[config.mk]
export PLATFORM = sky130hd
export DESIGN_NAME = nvm_err_report
export DESIGN_NICKNAME = d
export VERILOG_FILES = /design/src/design/nvm_err_pkg.sv /design/src/design/sticky_flags.sv /design/src/design/nvm_err_report.sv
export SDC_FILE = /design/constraint.sdc
export NUM_CORES = 1
export LEC_CHECK = 0
export BUFFER_PORTS_ARGS = -buffer_cell sky130_fd_sc_hd__buf_2
export CORE_ASPECT_RATIO = 0.75
export CORE_MARGIN = 3
export CORE_UTILIZATION = 45
export CTS_BUF_LIST = sky130_fd_sc_hd__clkbuf_8
export DETAILED_ROUTE_END_ITERATION = 10
export PLACE_DENSITY = 0.81
export SLEW_MARGIN = 30
export SYNTH_ARGS = -nofsm -noshare
export SYNTH_HDL_FRONTEND = slang
export SYNTH_HIERARCHICAL = 1
export SYNTH_SLANG_ARGS = --single-unit
[constraint.sdc]
create_clock -name clk_sys -period 2.41 [get_ports clk_sys]
set_clock_uncertainty 0.15 [all_clocks]
set_input_delay 0.1205 -clock clk_sys [delete_from_list [all_inputs] [get_ports clk_sys]]
set_output_delay 0.1205 -clock clk_sys [all_outputs]
set_load 0.005 [all_outputs]
[src/design/nvm_err_pkg.sv]
// Constants and types for the non-volatile memory bit-error reporting block.
// Assumes a 32-bit AXI4-Lite register bus and an error-detection unit on the same clock.
package nvm_err_pkg;

  // ************************************************************
  // Register map (byte addresses)
  // ************************************************************
  localparam int         ADDR_W       = 8;
  localparam logic [7:0] OFF_CTRL     = 8'h00;
  localparam logic [7:0] OFF_ERR      = 8'h04;
  localparam logic [7:0] OFF_RSTVEC   = 8'h08;
  localparam logic [7:0] OFF_NMIVEC   = 8'h0c;
  localparam logic [7:0] OFF_IRQ_STAT = 8'h10;
  localparam logic [7:0] OFF_IRQ_CLR  = 8'h14;
  localparam logic [7:0] OFF_IRQ_EN   = 8'h18;

  // ************************************************************
  // Field layouts and widths
  // ************************************************************
  localparam int CTRL_W = 4;
  localparam int ERR_W  = 2;
  localparam int IRQ_W  = 3;
  localparam int VEC_W  = 8;

  // Control register; the last field listed sits in bit 0.
  typedef struct packed {
    logic corr_irq_en;
    logic uncorr_irq_en;
    logic uncorr_reset_en;
    logic power_en;
  } ctrl_t;

  // Events reported by the error-detection logic, one-cycle pulses.
  typedef struct packed {
    logic corr;
    logic uncorr;
  } ecc_evt_t;

  localparam logic [CTRL_W-1:0] CTRL_RST = 4'h1;

  // ************************************************************
  // Vector codes
  // ************************************************************
  localparam logic [VEC_W-1:0] VEC_NONE       = 8'h00;
  localparam logic [VEC_W-1:0] RST_SRC_UNCORR = 8'h1c;
  localparam logic [VEC_W-1:0] NMI_SRC_UNCORR = 8'h02;
  localparam logic [VEC_W-1:0] NMI_SRC_CORR   = 8'h04;

  localparam logic [1:0] RESP_OKAY   = 2'h0;
  localparam logic [1:0] RESP_SLVERR = 2'h2;

endpackage

[src/design/sticky_flags.sv]
// Bank of sticky flags: set by hardware events, cleared per bit by software.
// Assumes set and clear arrive on the same clock; rst_n clears the whole bank at once, synchronously.
`timescale 1ns/1ps
module sticky_flags #(
  parameter int W = 2
) (
  // Clock and reset
  input  wire logic         clk_sys,
  input  wire logic         rst_n,
  // Flag control
  input  wire logic [W-1:0] set,
  input  wire logic [W-1:0] clr,
  output logic      [W-1:0] flags
);

  logic [W-1:0] flags_r;
  logic [W-1:0] flags_nxt;

  // Set wins over a clear in the same cycle so no event is lost.
  for (genvar i = 0; i < W; i++)
  begin : g_flag
    always_comb
    begin
      flags_nxt[i] = set[i] | (flags_r[i] & ~clr[i]);
    end
  end

  always_ff @(posedge clk_sys)
  begin
    if (!rst_n)
      flags_r <= '0;
    else
      flags_r <= flags_nxt;
  end

  assign flags = flags_r;

endmodule

[src/design/nvm_err_report.sv]
// Bit-error reporting for the non-volatile memory controller, with AXI4-Lite registers.
// Assumes ecc_evt pulses come from logic on clk_sys, and that the system reset and
// NMI logic outside act on power_up_clear_reset and nmi_req.
//
// Contract
// [RQ1] An uncorrectable read error sets a sticky uncorrectable flag.
// [RQ2] With reset enable set, uncorrectable error raises power-up-clear and loads reset code.
// [RQ3] With irq enable set and reset enable clear, uncorrectable error raises NMI code.
// [RQ4] With correctable irq enable set, correctable error raises NMI with its code.
// [RQ5] The uncorrectable flag survives a power-up-clear reset for polling.
// [RQ6] Software clears each error flag individually; flags stay set until cleared.
// [RQ7] Writing zero to the power enable switches off the memory supply.
// [RQ8] Error-caused reset sets the flag and records nonzero source; zero means none.
// [RQ9] A corrected single-bit error sets a sticky correctable flag.
//
// The AXI4-Lite interface to the registers and the address map were left to the implementer.
`timescale 1ns/1ps
module nvm_err_report
  import nvm_err_pkg::*;
(
  // Clock and reset
  input  wire logic              clk_sys,
  input  wire logic              rst_n,
  // AXI4-Lite write channels
  input  wire logic [ADDR_W-1:0] s_axi_awaddr,
  input  wire logic              s_axi_awvalid,
  output logic                   s_axi_awready,
  input  wire logic [31:0]       s_axi_wdata,
  input  wire logic [3:0]        s_axi_wstrb,
  input  wire logic              s_axi_wvalid,
  output logic                   s_axi_wready,
  output logic [1:0]             s_axi_bresp,
  output logic                   s_axi_bvalid,
  input  wire logic              s_axi_bready,
  // AXI4-Lite read channels
  input  wire logic [ADDR_W-1:0] s_axi_araddr,
  input  wire logic              s_axi_arvalid,
  output logic                   s_axi_arready,
  output logic [31:0]            s_axi_rdata,
  output logic [1:0]             s_axi_rresp,
  output logic                   s_axi_rvalid,
  input  wire logic              s_axi_rready,
  // Error detection events
  input  wire ecc_evt_t          ecc_evt,
  // System side
  output logic                   nvm_power_en,
  output logic                   power_up_clear_reset,
  output logic                   nmi_req,
  output logic                   irq
);
  // ************************************************************
  // Bus write path
  // ************************************************************
  logic              aw_got_r, aw_got_nxt;
  logic              w_got_r, w_got_nxt;
  logic [ADDR_W-1:0] awaddr_r, awaddr_nxt;
  logic [31:0]       wdata_r, wdata_nxt;
  logic              wlo_r, wlo_nxt;
  logic              bvalid_r, bvalid_nxt;
  logic [1:0]        bresp_r, bresp_nxt;
  logic              wr_do;
  logic              wr_ctrl, wr_err, wr_irqclr, wr_irqen;
  assign s_axi_awready = !aw_got_r && !bvalid_r;
  assign s_axi_wready  = !w_got_r && !bvalid_r;
  assign wr_do         = aw_got_r && w_got_r;
  always_comb
  begin
    aw_got_nxt = aw_got_r;
    w_got_nxt  = w_got_r;
    awaddr_nxt = awaddr_r;
    wdata_nxt  = wdata_r;
    wlo_nxt    = wlo_r;
    bvalid_nxt = bvalid_r && !s_axi_bready;
    bresp_nxt  = bresp_r;
    wr_ctrl    = 1'b0;
    wr_err     = 1'b0;
    wr_irqclr  = 1'b0;
    wr_irqen   = 1'b0;
    if (s_axi_awvalid && s_axi_awready)
    begin
      aw_got_nxt = 1'b1;
      awaddr_nxt = s_axi_awaddr;
    end
    if (s_axi_wvalid && s_axi_wready)
    begin
      w_got_nxt = 1'b1;
      wdata_nxt = s_axi_wdata;
      wlo_nxt   = s_axi_wstrb[0];
    end
    if (wr_do)
    begin
      aw_got_nxt = 1'b0;
      w_got_nxt  = 1'b0;
      bvalid_nxt = 1'b1;
      bresp_nxt  = RESP_OKAY;
      // All fields sit in byte lane 0, so other lanes change nothing.
      if (awaddr_r == OFF_CTRL)
        wr_ctrl = wlo_r;
      else if (awaddr_r == OFF_ERR)
        wr_err = wlo_r;
      else if (awaddr_r == OFF_IRQ_CLR)
        wr_irqclr = wlo_r;
      else if (awaddr_r == OFF_IRQ_EN)
        wr_irqen = wlo_r;
      else if (awaddr_r != OFF_RSTVEC && awaddr_r != OFF_NMIVEC && awaddr_r != OFF_IRQ_STAT)
        bresp_nxt = RESP_SLVERR;
    end
  end

  always_ff @(posedge clk_sys)
  begin
    if (!rst_n)
    begin
      aw_got_r <= 1'b0;
      w_got_r  <= 1'b0;
      awaddr_r <= '0;
      wdata_r  <= '0;
      wlo_r    <= 1'b0;
      bvalid_r <= 1'b0;
      bresp_r  <= RESP_OKAY;
    end
    else
    begin
      aw_got_r <= aw_got_nxt;
      w_got_r  <= w_got_nxt;
      awaddr_r <= awaddr_nxt;
      wdata_r  <= wdata_nxt;
      wlo_r    <= wlo_nxt;
      bvalid_r <= bvalid_nxt;
      bresp_r  <= bresp_nxt;
    end
  end

  assign s_axi_bvalid = bvalid_r;
  assign s_axi_bresp  = bresp_r;
  // ************************************************************
  // Error handling core
  // ************************************************************
  ctrl_t             ctrl_r, ctrl_nxt;
  logic [VEC_W-1:0]  rstvec_r, rstvec_nxt;
  logic [VEC_W-1:0]  nmivec_r, nmivec_nxt;
  logic              puc_r, puc_nxt;
  logic [IRQ_W-1:0]  irq_en_r, irq_en_nxt;
  logic [ERR_W-1:0]  err_flags;
  logic [IRQ_W-1:0]  irq_stat;
  logic              puc_now, nmi_uncorr, nmi_corr;
  logic              rd_rstvec, rd_nmivec;
  // [RQ2] Reset on uncorrectable
  assign puc_now    = ecc_evt.uncorr && ctrl_r.uncorr_reset_en;
  // [RQ3] NMI when reset disabled
  assign nmi_uncorr = ecc_evt.uncorr && !ctrl_r.uncorr_reset_en && ctrl_r.uncorr_irq_en;
  // [RQ4] NMI on correctable
  assign nmi_corr   = ecc_evt.corr && ctrl_r.corr_irq_en;
  always_comb
  begin
    ctrl_nxt   = ctrl_r;
    rstvec_nxt = rstvec_r;
    nmivec_nxt = nmivec_r;
    irq_en_nxt = irq_en_r;
    puc_nxt    = puc_now;
    if (wr_irqen)
      irq_en_nxt = wdata_r[IRQ_W-1:0];
    // [RQ7] Power enable write
    if (wr_ctrl)
      ctrl_nxt = ctrl_t'(wdata_r[CTRL_W-1:0]);
    // Reading a vector consumes it, as an interrupt vector read would.
    if (rd_rstvec)
      rstvec_nxt = VEC_NONE;
    if (rd_nmivec)
      nmivec_nxt = VEC_NONE;
    if (nmi_corr && nmivec_r != NMI_SRC_UNCORR)
      nmivec_nxt = NMI_SRC_CORR;
    // [RQ3] Uncorrectable outranks correctable
    if (nmi_uncorr)
      nmivec_nxt = NMI_SRC_UNCORR;
    // [RQ8] Nonzero reset source
    if (puc_now)
    begin
      ctrl_nxt   = ctrl_t'(CTRL_RST);
      rstvec_nxt = RST_SRC_UNCORR;
      nmivec_nxt = VEC_NONE;
    end
  end
  // [RQ5] Flags are not in this reset
  always_ff @(posedge clk_sys)
  begin
    if (!rst_n)
    begin
      ctrl_r   <= ctrl_t'(CTRL_RST);
      rstvec_r <= VEC_NONE;
      nmivec_r <= VEC_NONE;
      irq_en_r <= '0;
      puc_r    <= 1'b0;
    end
    else
    begin
      ctrl_r   <= ctrl_nxt;
      rstvec_r <= rstvec_nxt;
      nmivec_r <= nmivec_nxt;
      irq_en_r <= irq_en_nxt;
      puc_r    <= puc_nxt;
    end
  end

  // [RQ1] [RQ9] [RQ6] Sticky error flags, cleared by writing ones
  sticky_flags #(.W(ERR_W)) u_err_flags (
    .clk_sys (clk_sys),
    .rst_n   (rst_n),
    .set     ({ecc_evt.corr, ecc_evt.uncorr}),
    .clr     (wr_err ? wdata_r[ERR_W-1:0] : {ERR_W{1'b0}}),
    .flags   (err_flags)
  );
  sticky_flags #(.W(IRQ_W)) u_irq_stat (
    .clk_sys (clk_sys),
    .rst_n   (rst_n),
    .set     ({puc_now, ecc_evt.corr, ecc_evt.uncorr}),
    .clr     (wr_irqclr ? wdata_r[IRQ_W-1:0] : {IRQ_W{1'b0}}),
    .flags   (irq_stat)
  );
  // [RQ7] Supply follows the enable
  assign nvm_power_en         = ctrl_r.power_en;
  assign power_up_clear_reset = puc_r;
  assign nmi_req              = nmivec_r != VEC_NONE;
  assign irq                  = |(irq_stat & irq_en_r);
  // ************************************************************
  // Bus read path
  // ************************************************************
  logic        rvalid_r, rvalid_nxt;
  logic [31:0] rdata_r, rdata_nxt;
  logic [1:0]  rresp_r, rresp_nxt;
  logic        ar_fire;
  assign s_axi_arready = !rvalid_r;
  assign ar_fire       = s_axi_arvalid && !rvalid_r;
  assign rd_rstvec     = ar_fire && s_axi_araddr == OFF_RSTVEC;
  assign rd_nmivec     = ar_fire && s_axi_araddr == OFF_NMIVEC;
  always_comb
  begin
    rvalid_nxt = rvalid_r && !s_axi_rready;
    rdata_nxt  = rdata_r;
    rresp_nxt  = rresp_r;
    if (ar_fire)
    begin
      rvalid_nxt = 1'b1;
      rresp_nxt  = RESP_OKAY;
      rdata_nxt  = '0;
      if (s_axi_araddr == OFF_CTRL)
        rdata_nxt[CTRL_W-1:0] = ctrl_r;
      else if (s_axi_araddr == OFF_ERR)
        rdata_nxt[ERR_W-1:0] = err_flags;
      else if (s_axi_araddr == OFF_RSTVEC)
        rdata_nxt[VEC_W-1:0] = rstvec_r;
      else if (s_axi_araddr == OFF_NMIVEC)
        rdata_nxt[VEC_W-1:0] = nmivec_r;
      else if (s_axi_araddr == OFF_IRQ_STAT)
        rdata_nxt[IRQ_W-1:0] = irq_stat;
      else if (s_axi_araddr == OFF_IRQ_EN)
        rdata_nxt[IRQ_W-1:0] = irq_en_r;
      else if (s_axi_araddr != OFF_IRQ_CLR)
        rresp_nxt = RESP_SLVERR;
    end
  end

  always_ff @(posedge clk_sys)
  begin
    if (!rst_n)
    begin
      rvalid_r <= 1'b0;
      rdata_r  <= '0;
      rresp_r  <= RESP_OKAY;
    end
    else
    begin
      rvalid_r <= rvalid_nxt;
      rdata_r  <= rdata_nxt;
      rresp_r  <= rresp_nxt;
    end
  end

  assign s_axi_rvalid = rvalid_r;
  assign s_axi_rdata  = rdata_r;
  assign s_axi_rresp  = rresp_r;
endmodule

==> flow_summary_export.csv, run 1 <==
group,metric,value,unit
status,outcome,"finished clean",
detailed_routing,drt_wl_total,4530,um
synth,ys_warn_count,6,
clock_network,cts_setup_buffers,0,
detailed_routing,routedWlPerCell,12.6,um
clock_network,insertion_delay,300,ps
synth,synth-seq-cells,40,
placement,place_hpwl,3310,um
critical_path,path_buf_inv,0,
critical_path,worstSetupPathType,"reg2reg",
clock_network,cts-root-buf,"clkbuf_8",
synth,yosysSeqAreaShare,38.7,%
synth,synth_edf_count,0,
sta,worst_hold_slack,22.7,ps
die,core_region_area,4230,um^2
clock_network,cts_tree,"built",
critical_path,crit_fanout,4,
power_and_ir_drop,vdd_drop_max,0.318,mV
sta,post-route-period-util,88.5,%
sta,fmax,469,MHz
critical_path,end_kind,"register",
power_and_ir_drop,p_per_area,538,nW/um^2
detailed_routing,detail_route.first_pass.iterations,4,
sta,slew_violations,0,
grt,grt_pass1_vias,1553,
finish,antenna-diode-count,0,
critical_path,critPathLaunch,"awaddr_r[6]$_SDFFE_PN0P_",
critical_path,cp.required,2450,ps
critical_path,slowest_stage,"or4_4",
synth,synth-xor-area-share,0,%
clock_network,clk_pin_slew,70,ps
power_and_ir_drop,switching_share,26.3,%
placement,placed_cell_area,2230,um^2
sta,setup_viol,0,
sta,hold_viol_final,0,
synth,async_flop_share,0,%
synth,synth_cells,242,
detailed_routing,drt_iter0_markers,125,
placement,portBuffers,45,
min_path,hp-start,"s_axi_araddr[1]",
synth,yosys.area_share.simple,28.0,%
die,core.rowCount,20,
synth,synth.avg_cell_area,8.54,um^2
finish,design_area,2480,um^2
synth,synth_top_family_by_area,"simple AND/OR/NAND/NOR gates",
power_and_ir_drop,power.leakage,0.00107,uW
sta,tns,0,ps
critical_path,r2r_start,"awaddr_r[6]$_SDFFE_PN0P_",
synth,synth_mux_area_share,3.39,%
finish,drive_above_1_share,21.1,%
grt,grt_pass1_wl,7100,um
finish,layout_commonest_cell,"buf_2",
synth,synth_fa_ha_area_share,0,%
die,chipHeight,64.7,um
clock_network,clockBufferDepth,2,
clock_network,ctsHtreeMaxLevel,2,
critical_path,cp-start-kind,"register",
sta,rsz0062_at_grt,"no",
flow_run,max_cap_violations,0,
sta,slew_headroom,56.3,%
synth,syn_area,2070,um^2
sta,tightest_slew,652,ps
detailed_routing,postRouteAntennaNets,0,
power_and_ir_drop,clkPwrFrac,31.1,%
critical_path,critical_path.max_stage_delay,580,ps
detailed_routing,vias,1760,
grt,grt_antenna_before_repair,0,
power_and_ir_drop,power.internal,984,uW
die,die-area,5450,um^2
die,die_w,84.3,um
die,io_pins,106,
detailed_routing,drc,0,
synth,synthFlopType,"dfxtp_1",
detailed_routing,vias_per_cell,4.90,
clock_network,cts_made_buffers,5,
placement,place_congestion,0.818,
finish,finalNetCount,365,
grt,grt_max_degree,23,
finish,mostFrequentLayoutCells,"buf_2, dfxtp_1, nand2_1",
finish,area_growth,20.2,%
grt,grt_usage,16.7,%
min_path,min_path_type,"in2reg",
critical_path,cp.arrival,2180,ps
power_and_ir_drop,p_sw,352,uW
sta,period_needed,2130,ps
clock_network,clock-sinks,40,
critical_path,crit_family,"simple AND/OR/NAND/NOR gates",
synth,yosysUniqueCellTypes,39,
die,initial_core_util,48.9,%
synth,synth_compound_area_share,16.6,%
grt,overflow,0,
power_and_ir_drop,power_frac_comb,15.0,%
critical_path,crit_chain,"or4_4 > nor3_1 > nor4bb_1 > and2_1 > nor2b_4 > o21a_1",
power_and_ir_drop,seq_power_share,53.9,%
-- worst paths after layout --
check / slack (ps) / cells past startpoint / end
max: 280 / 6 / u_err_flags/flags[1]$_SDFF_PN0_
max reg2reg: 280 / 6 / u_err_flags/flags[1]$_SDFF_PN0_
min: 20 / 4 / s_axi_rdata[3]$_SDFFE_PN0P_
min reg2reg: 310 / 2 / s_axi_rdata[0]$_SDFFE_PN0P_
-- Yosys cell counts (2+ instances only) --
master	count	area (um^2)
or4_4	2	22.5
nand2_1	31	116
nor3_1	6	30.0
nor2_1	16	60.1
buf_4	29	218
a21boi_0	11	82.6
o21ai_0	11	55.1
a21oi_1	10	50.1
o31ai_1	2	15.0
o211ai_1	4	30.0
a31oi_1	2	12.5
or2_2	2	12.5
and2_1	4	25.0
dfxtp_1	40	801
nand3b_1	2	15.0
or3_1	2	12.5
nand2b_1	2	12.5
inv_1	6	22.5
and3_1	2	12.5
nor2b_1	10	62.6
o21a_1	7	52.6
nand3_1	7	35.0
nor2b_4	5	68.8
clkbuf_1	8	30.0
mux2i_1	7	70.1
-- state kept, by name, indices dropped and copies added, names as in the netlist, 2 cells and up --
name               count
nmivec_r               2
ctrl_r                 3
u_irq_stat/flags       3
s_axi_rdata            5
awaddr_r               8
u_err_flags/flags      2
irq_en_r               3
wdata_r                4
-- power by group through the flow --
stage	Sequential (uW)	Clock [uW]	Combinational, uW
after global routing	724	456	225
after floorplan	729	0	149
after CTS	719	429	199
after global placement	733	0	171
after detailed placement	734	0	176
final	719	416	200
-- worst register-to-register path, cell delays in order (launching register included) --
cell and delay [ps]:
dfxtp_1 320, or4_4 580, nor3_1 240, nor4bb_1 300, and2_1 240, nor2b_4 50, o21a_1 150
-- metrics by stage --
step	util, %	total power, uW	cells	setup WS, ps
after global routing	58.7	1400	359	142
after detailed placement	52.6	910	334	296
after floorplan	-	878	270	465
after global placement	52.6	904	334	300
final	58.7	1340	359	278
after CTS	58.7	1350	359	273
-- cell families (layout without fill, tap and decap cells) --
kind of cell,after synthesis,count (layout)
other,1,29
AND/OR/NAND/NOR,99,99
AO/OA/AOI/OAI,52,52
buffers and inverters,43,77
multiplexers,7,7
flip-flops,40,40
-- what timing repair did --
action	CTS	global route
resized for setup	0	0
hold buffers	18	0
endpoints found under the hold margin	22	0
-- layer usage --
layer / routed length (um) / vias up / global-route usage (%)
met5: 0 / - / 0
met4: 97 / 0 / 8.03
met3: 304 / 9 / 3.94
met2: 1990 / 63 / 25.1
met1: 2140 / 789 / 22.5
li1: - / 899 / -
-- layout make-up --
type,count,area (um^2)
repair buffers,64,413
inverters,6,22.5
flip-flops and latches,40,801
fillers,402,1750
well taps,55,68.8
clock inverters,2,8.76
clock buffers,5,68.8
multi-input cells,187,1100
No activity file was read; power rests on OpenSTA's default activity.
==> inputs of run 2 (changes only) <==
RECOVER_POWER = 50   (was default)
==> run 2 against run 1 <==
  * Power decreased by 0.30%
  * Global-route usage is the same
  * Via count is 0.23% higher
  * Clock-buffer cell count did not move
  * Non-clock buffer count stayed put
==> flow_summary_export.csv, run 2 (synthesis gave the netlist of run 1 again) <==
group,metric,value,unit
sta,post-route-period-util,88.5,%
flow_run,max_cap_violations,0,
die,io_pins,106,
min_path,min_path_type,"in2reg",
clock_network,cts_setup_buffers,0,
detailed_routing,drc,0,
detailed_routing,vias_per_cell,4.91,
sta,worst_hold_slack,25.2,ps
die,core.rowCount,20,
finish,area_growth,19.2,%
grt,grt_max_degree,23,
finish,antenna-diode-count,0,
critical_path,cp.arrival,2180,ps
critical_path,r2r_start,"awaddr_r[6]$_SDFFE_PN0P_",
power_and_ir_drop,power.leakage,0.00104,uW
sta,setup_viol,0,
finish,layout_commonest_cell,"dfxtp_1",
clock_network,cts_tree,"built",
die,core_region_area,4230,um^2
sta,worst_slack,276,ps
detailed_routing,drt_iter0_markers,111,
placement,place_ws,296,ps
critical_path,cp.required,2450,ps
grt,grt_antenna_before_repair,0,
sta,hold_viol_final,0,
sta,slew_headroom,20.8,%
die,die_w,84.3,um
critical_path,worstSetupPathType,"reg2reg",
finish,finalNetCount,365,
clock_network,clock-sinks,40,
finish,mostFrequentLayoutCells,"dfxtp_1, buf_2, nand2_1",
placement,place_congestion,0.818,
finish,largest_reg_flops,8,
sta,tightest_slew,1180,ps
clock_network,clockBufferDepth,2,
sta,fmax,469,MHz
critical_path,rrSetupSlack,280,ps
status,outcome,"finished clean",
power_and_ir_drop,p_per_area,540,nW/um^2
critical_path,end_kind,"register",
placement,place_hpwl,3310,um
detailed_routing,routedWlPerCell,12.6,um
critical_path,critPathLaunch,"awaddr_r[6]$_SDFFE_PN0P_",
clock_network,cts_made_buffers,5,
sta,period_needed,2130,ps
sta,tns,0,ps
placement,placed_cell_area,2230,um^2
die,chipHeight,64.7,um
finish,top_register,"awaddr_r",
placement,portBuffers,45,
detailed_routing,drt_wl_total,4530,um
die,die-area,5450,um^2
detailed_routing,postRouteAntennaNets,0,
grt,grt_pass1_wl,7100,um
finish,drive_above_1_share,17.4,%
grt,overflow,0,
critical_path,crit_fanout,4,
clock_network,cts-root-buf,"clkbuf_8",
sta,slew_violations,0,
power_and_ir_drop,vdd_drop_max,0.317,mV
clock_network,ctsHtreeMaxLevel,2,
sta,rsz0062_at_grt,"no",
clock_network,clk_pin_slew,70,ps
die,initial_core_util,48.9,%
clock_network,insertion_delay,300,ps
critical_path,cp-start-kind,"register",
detailed_routing,vias,1764,
power_and_ir_drop,power,1330,uW
finish,design_area,2460,um^2
grt,grt_pass1_vias,1553,
detailed_routing,detail_route.first_pass.iterations,4,
min_path,hp-start,"s_axi_araddr[1]",
grt,grt_usage,16.7,%
## run 2: changes by cell type in the layout (fill, tap and decap cells not counted), sizes merged
cell and change:
buf -9, clkbuf +9
## run 2: worst paths after layout
check                                         end  depth (start not counted)
setup reg to reg  u_err_flags/flags[1]$_SDFF_PN0_                          6
hold / removal        s_axi_rdata[3]$_SDFFE_PN0P_                          4
setup / recovery  u_err_flags/flags[1]$_SDFF_PN0_                          6
hold reg to reg       s_axi_rdata[0]$_SDFFE_PN0P_                          2
## run 2: layer usage
| metal | wire (um) | global-route usage (%) | up-vias |
|---|---|---|---|
| met1 | 2100 | 22.5 | 790 |
| met5 | 0 | 0 | - |
| met2 | 1990 | 25.1 | 69 |
| met3 | 337 | 3.94 | 9 |
| met4 | 97 | 8.03 | 0 |
| li1 | - | - | 896 |
## run 2: area by class of cell
class | count | area [um^2]
Clock inverter | 2 | 8.76
Multi-Input combinational cell | 187 | 1090
Inverter | 6 | 22.5
Timing Repair Buffer | 64 | 402
Clock buffer | 5 | 68.8
Fill cell | 405 | 1770
Tap cell | 55 | 68.8
Sequential cell | 40 | 801
## run 2: what timing repair did
| action | in CTS | in global routing |
|---|---|---|
| hold buffers | 18 | 0 |
| gates resized for setup | 0 | 0 |
| endpoints found under the hold margin | 22 | 0 |
## run 2: where the power goes
part / internal (uW) / switching [uW]
registers: 693 / 26.1
clock network: 192 / 223
logic: 95.1 / 102
## run 2: critical path, cell delays in order, from the launching register on
cell and delay (ps):
dfxtp_1 320, or4_4 580, nor3_1 240, nor4bb_1 310, and2_1 240, nor2b_4 50
o21a_1 150
## run 2: stage by stage
stage | cells | utilization, %
after floorplan | 270 | -
after global placement | 334 | 52.6
after detailed placement | 334 | 52.6
after CTS | 359 | 58.7
after global routing | 359 | 58.3
final | 359 | 58.3
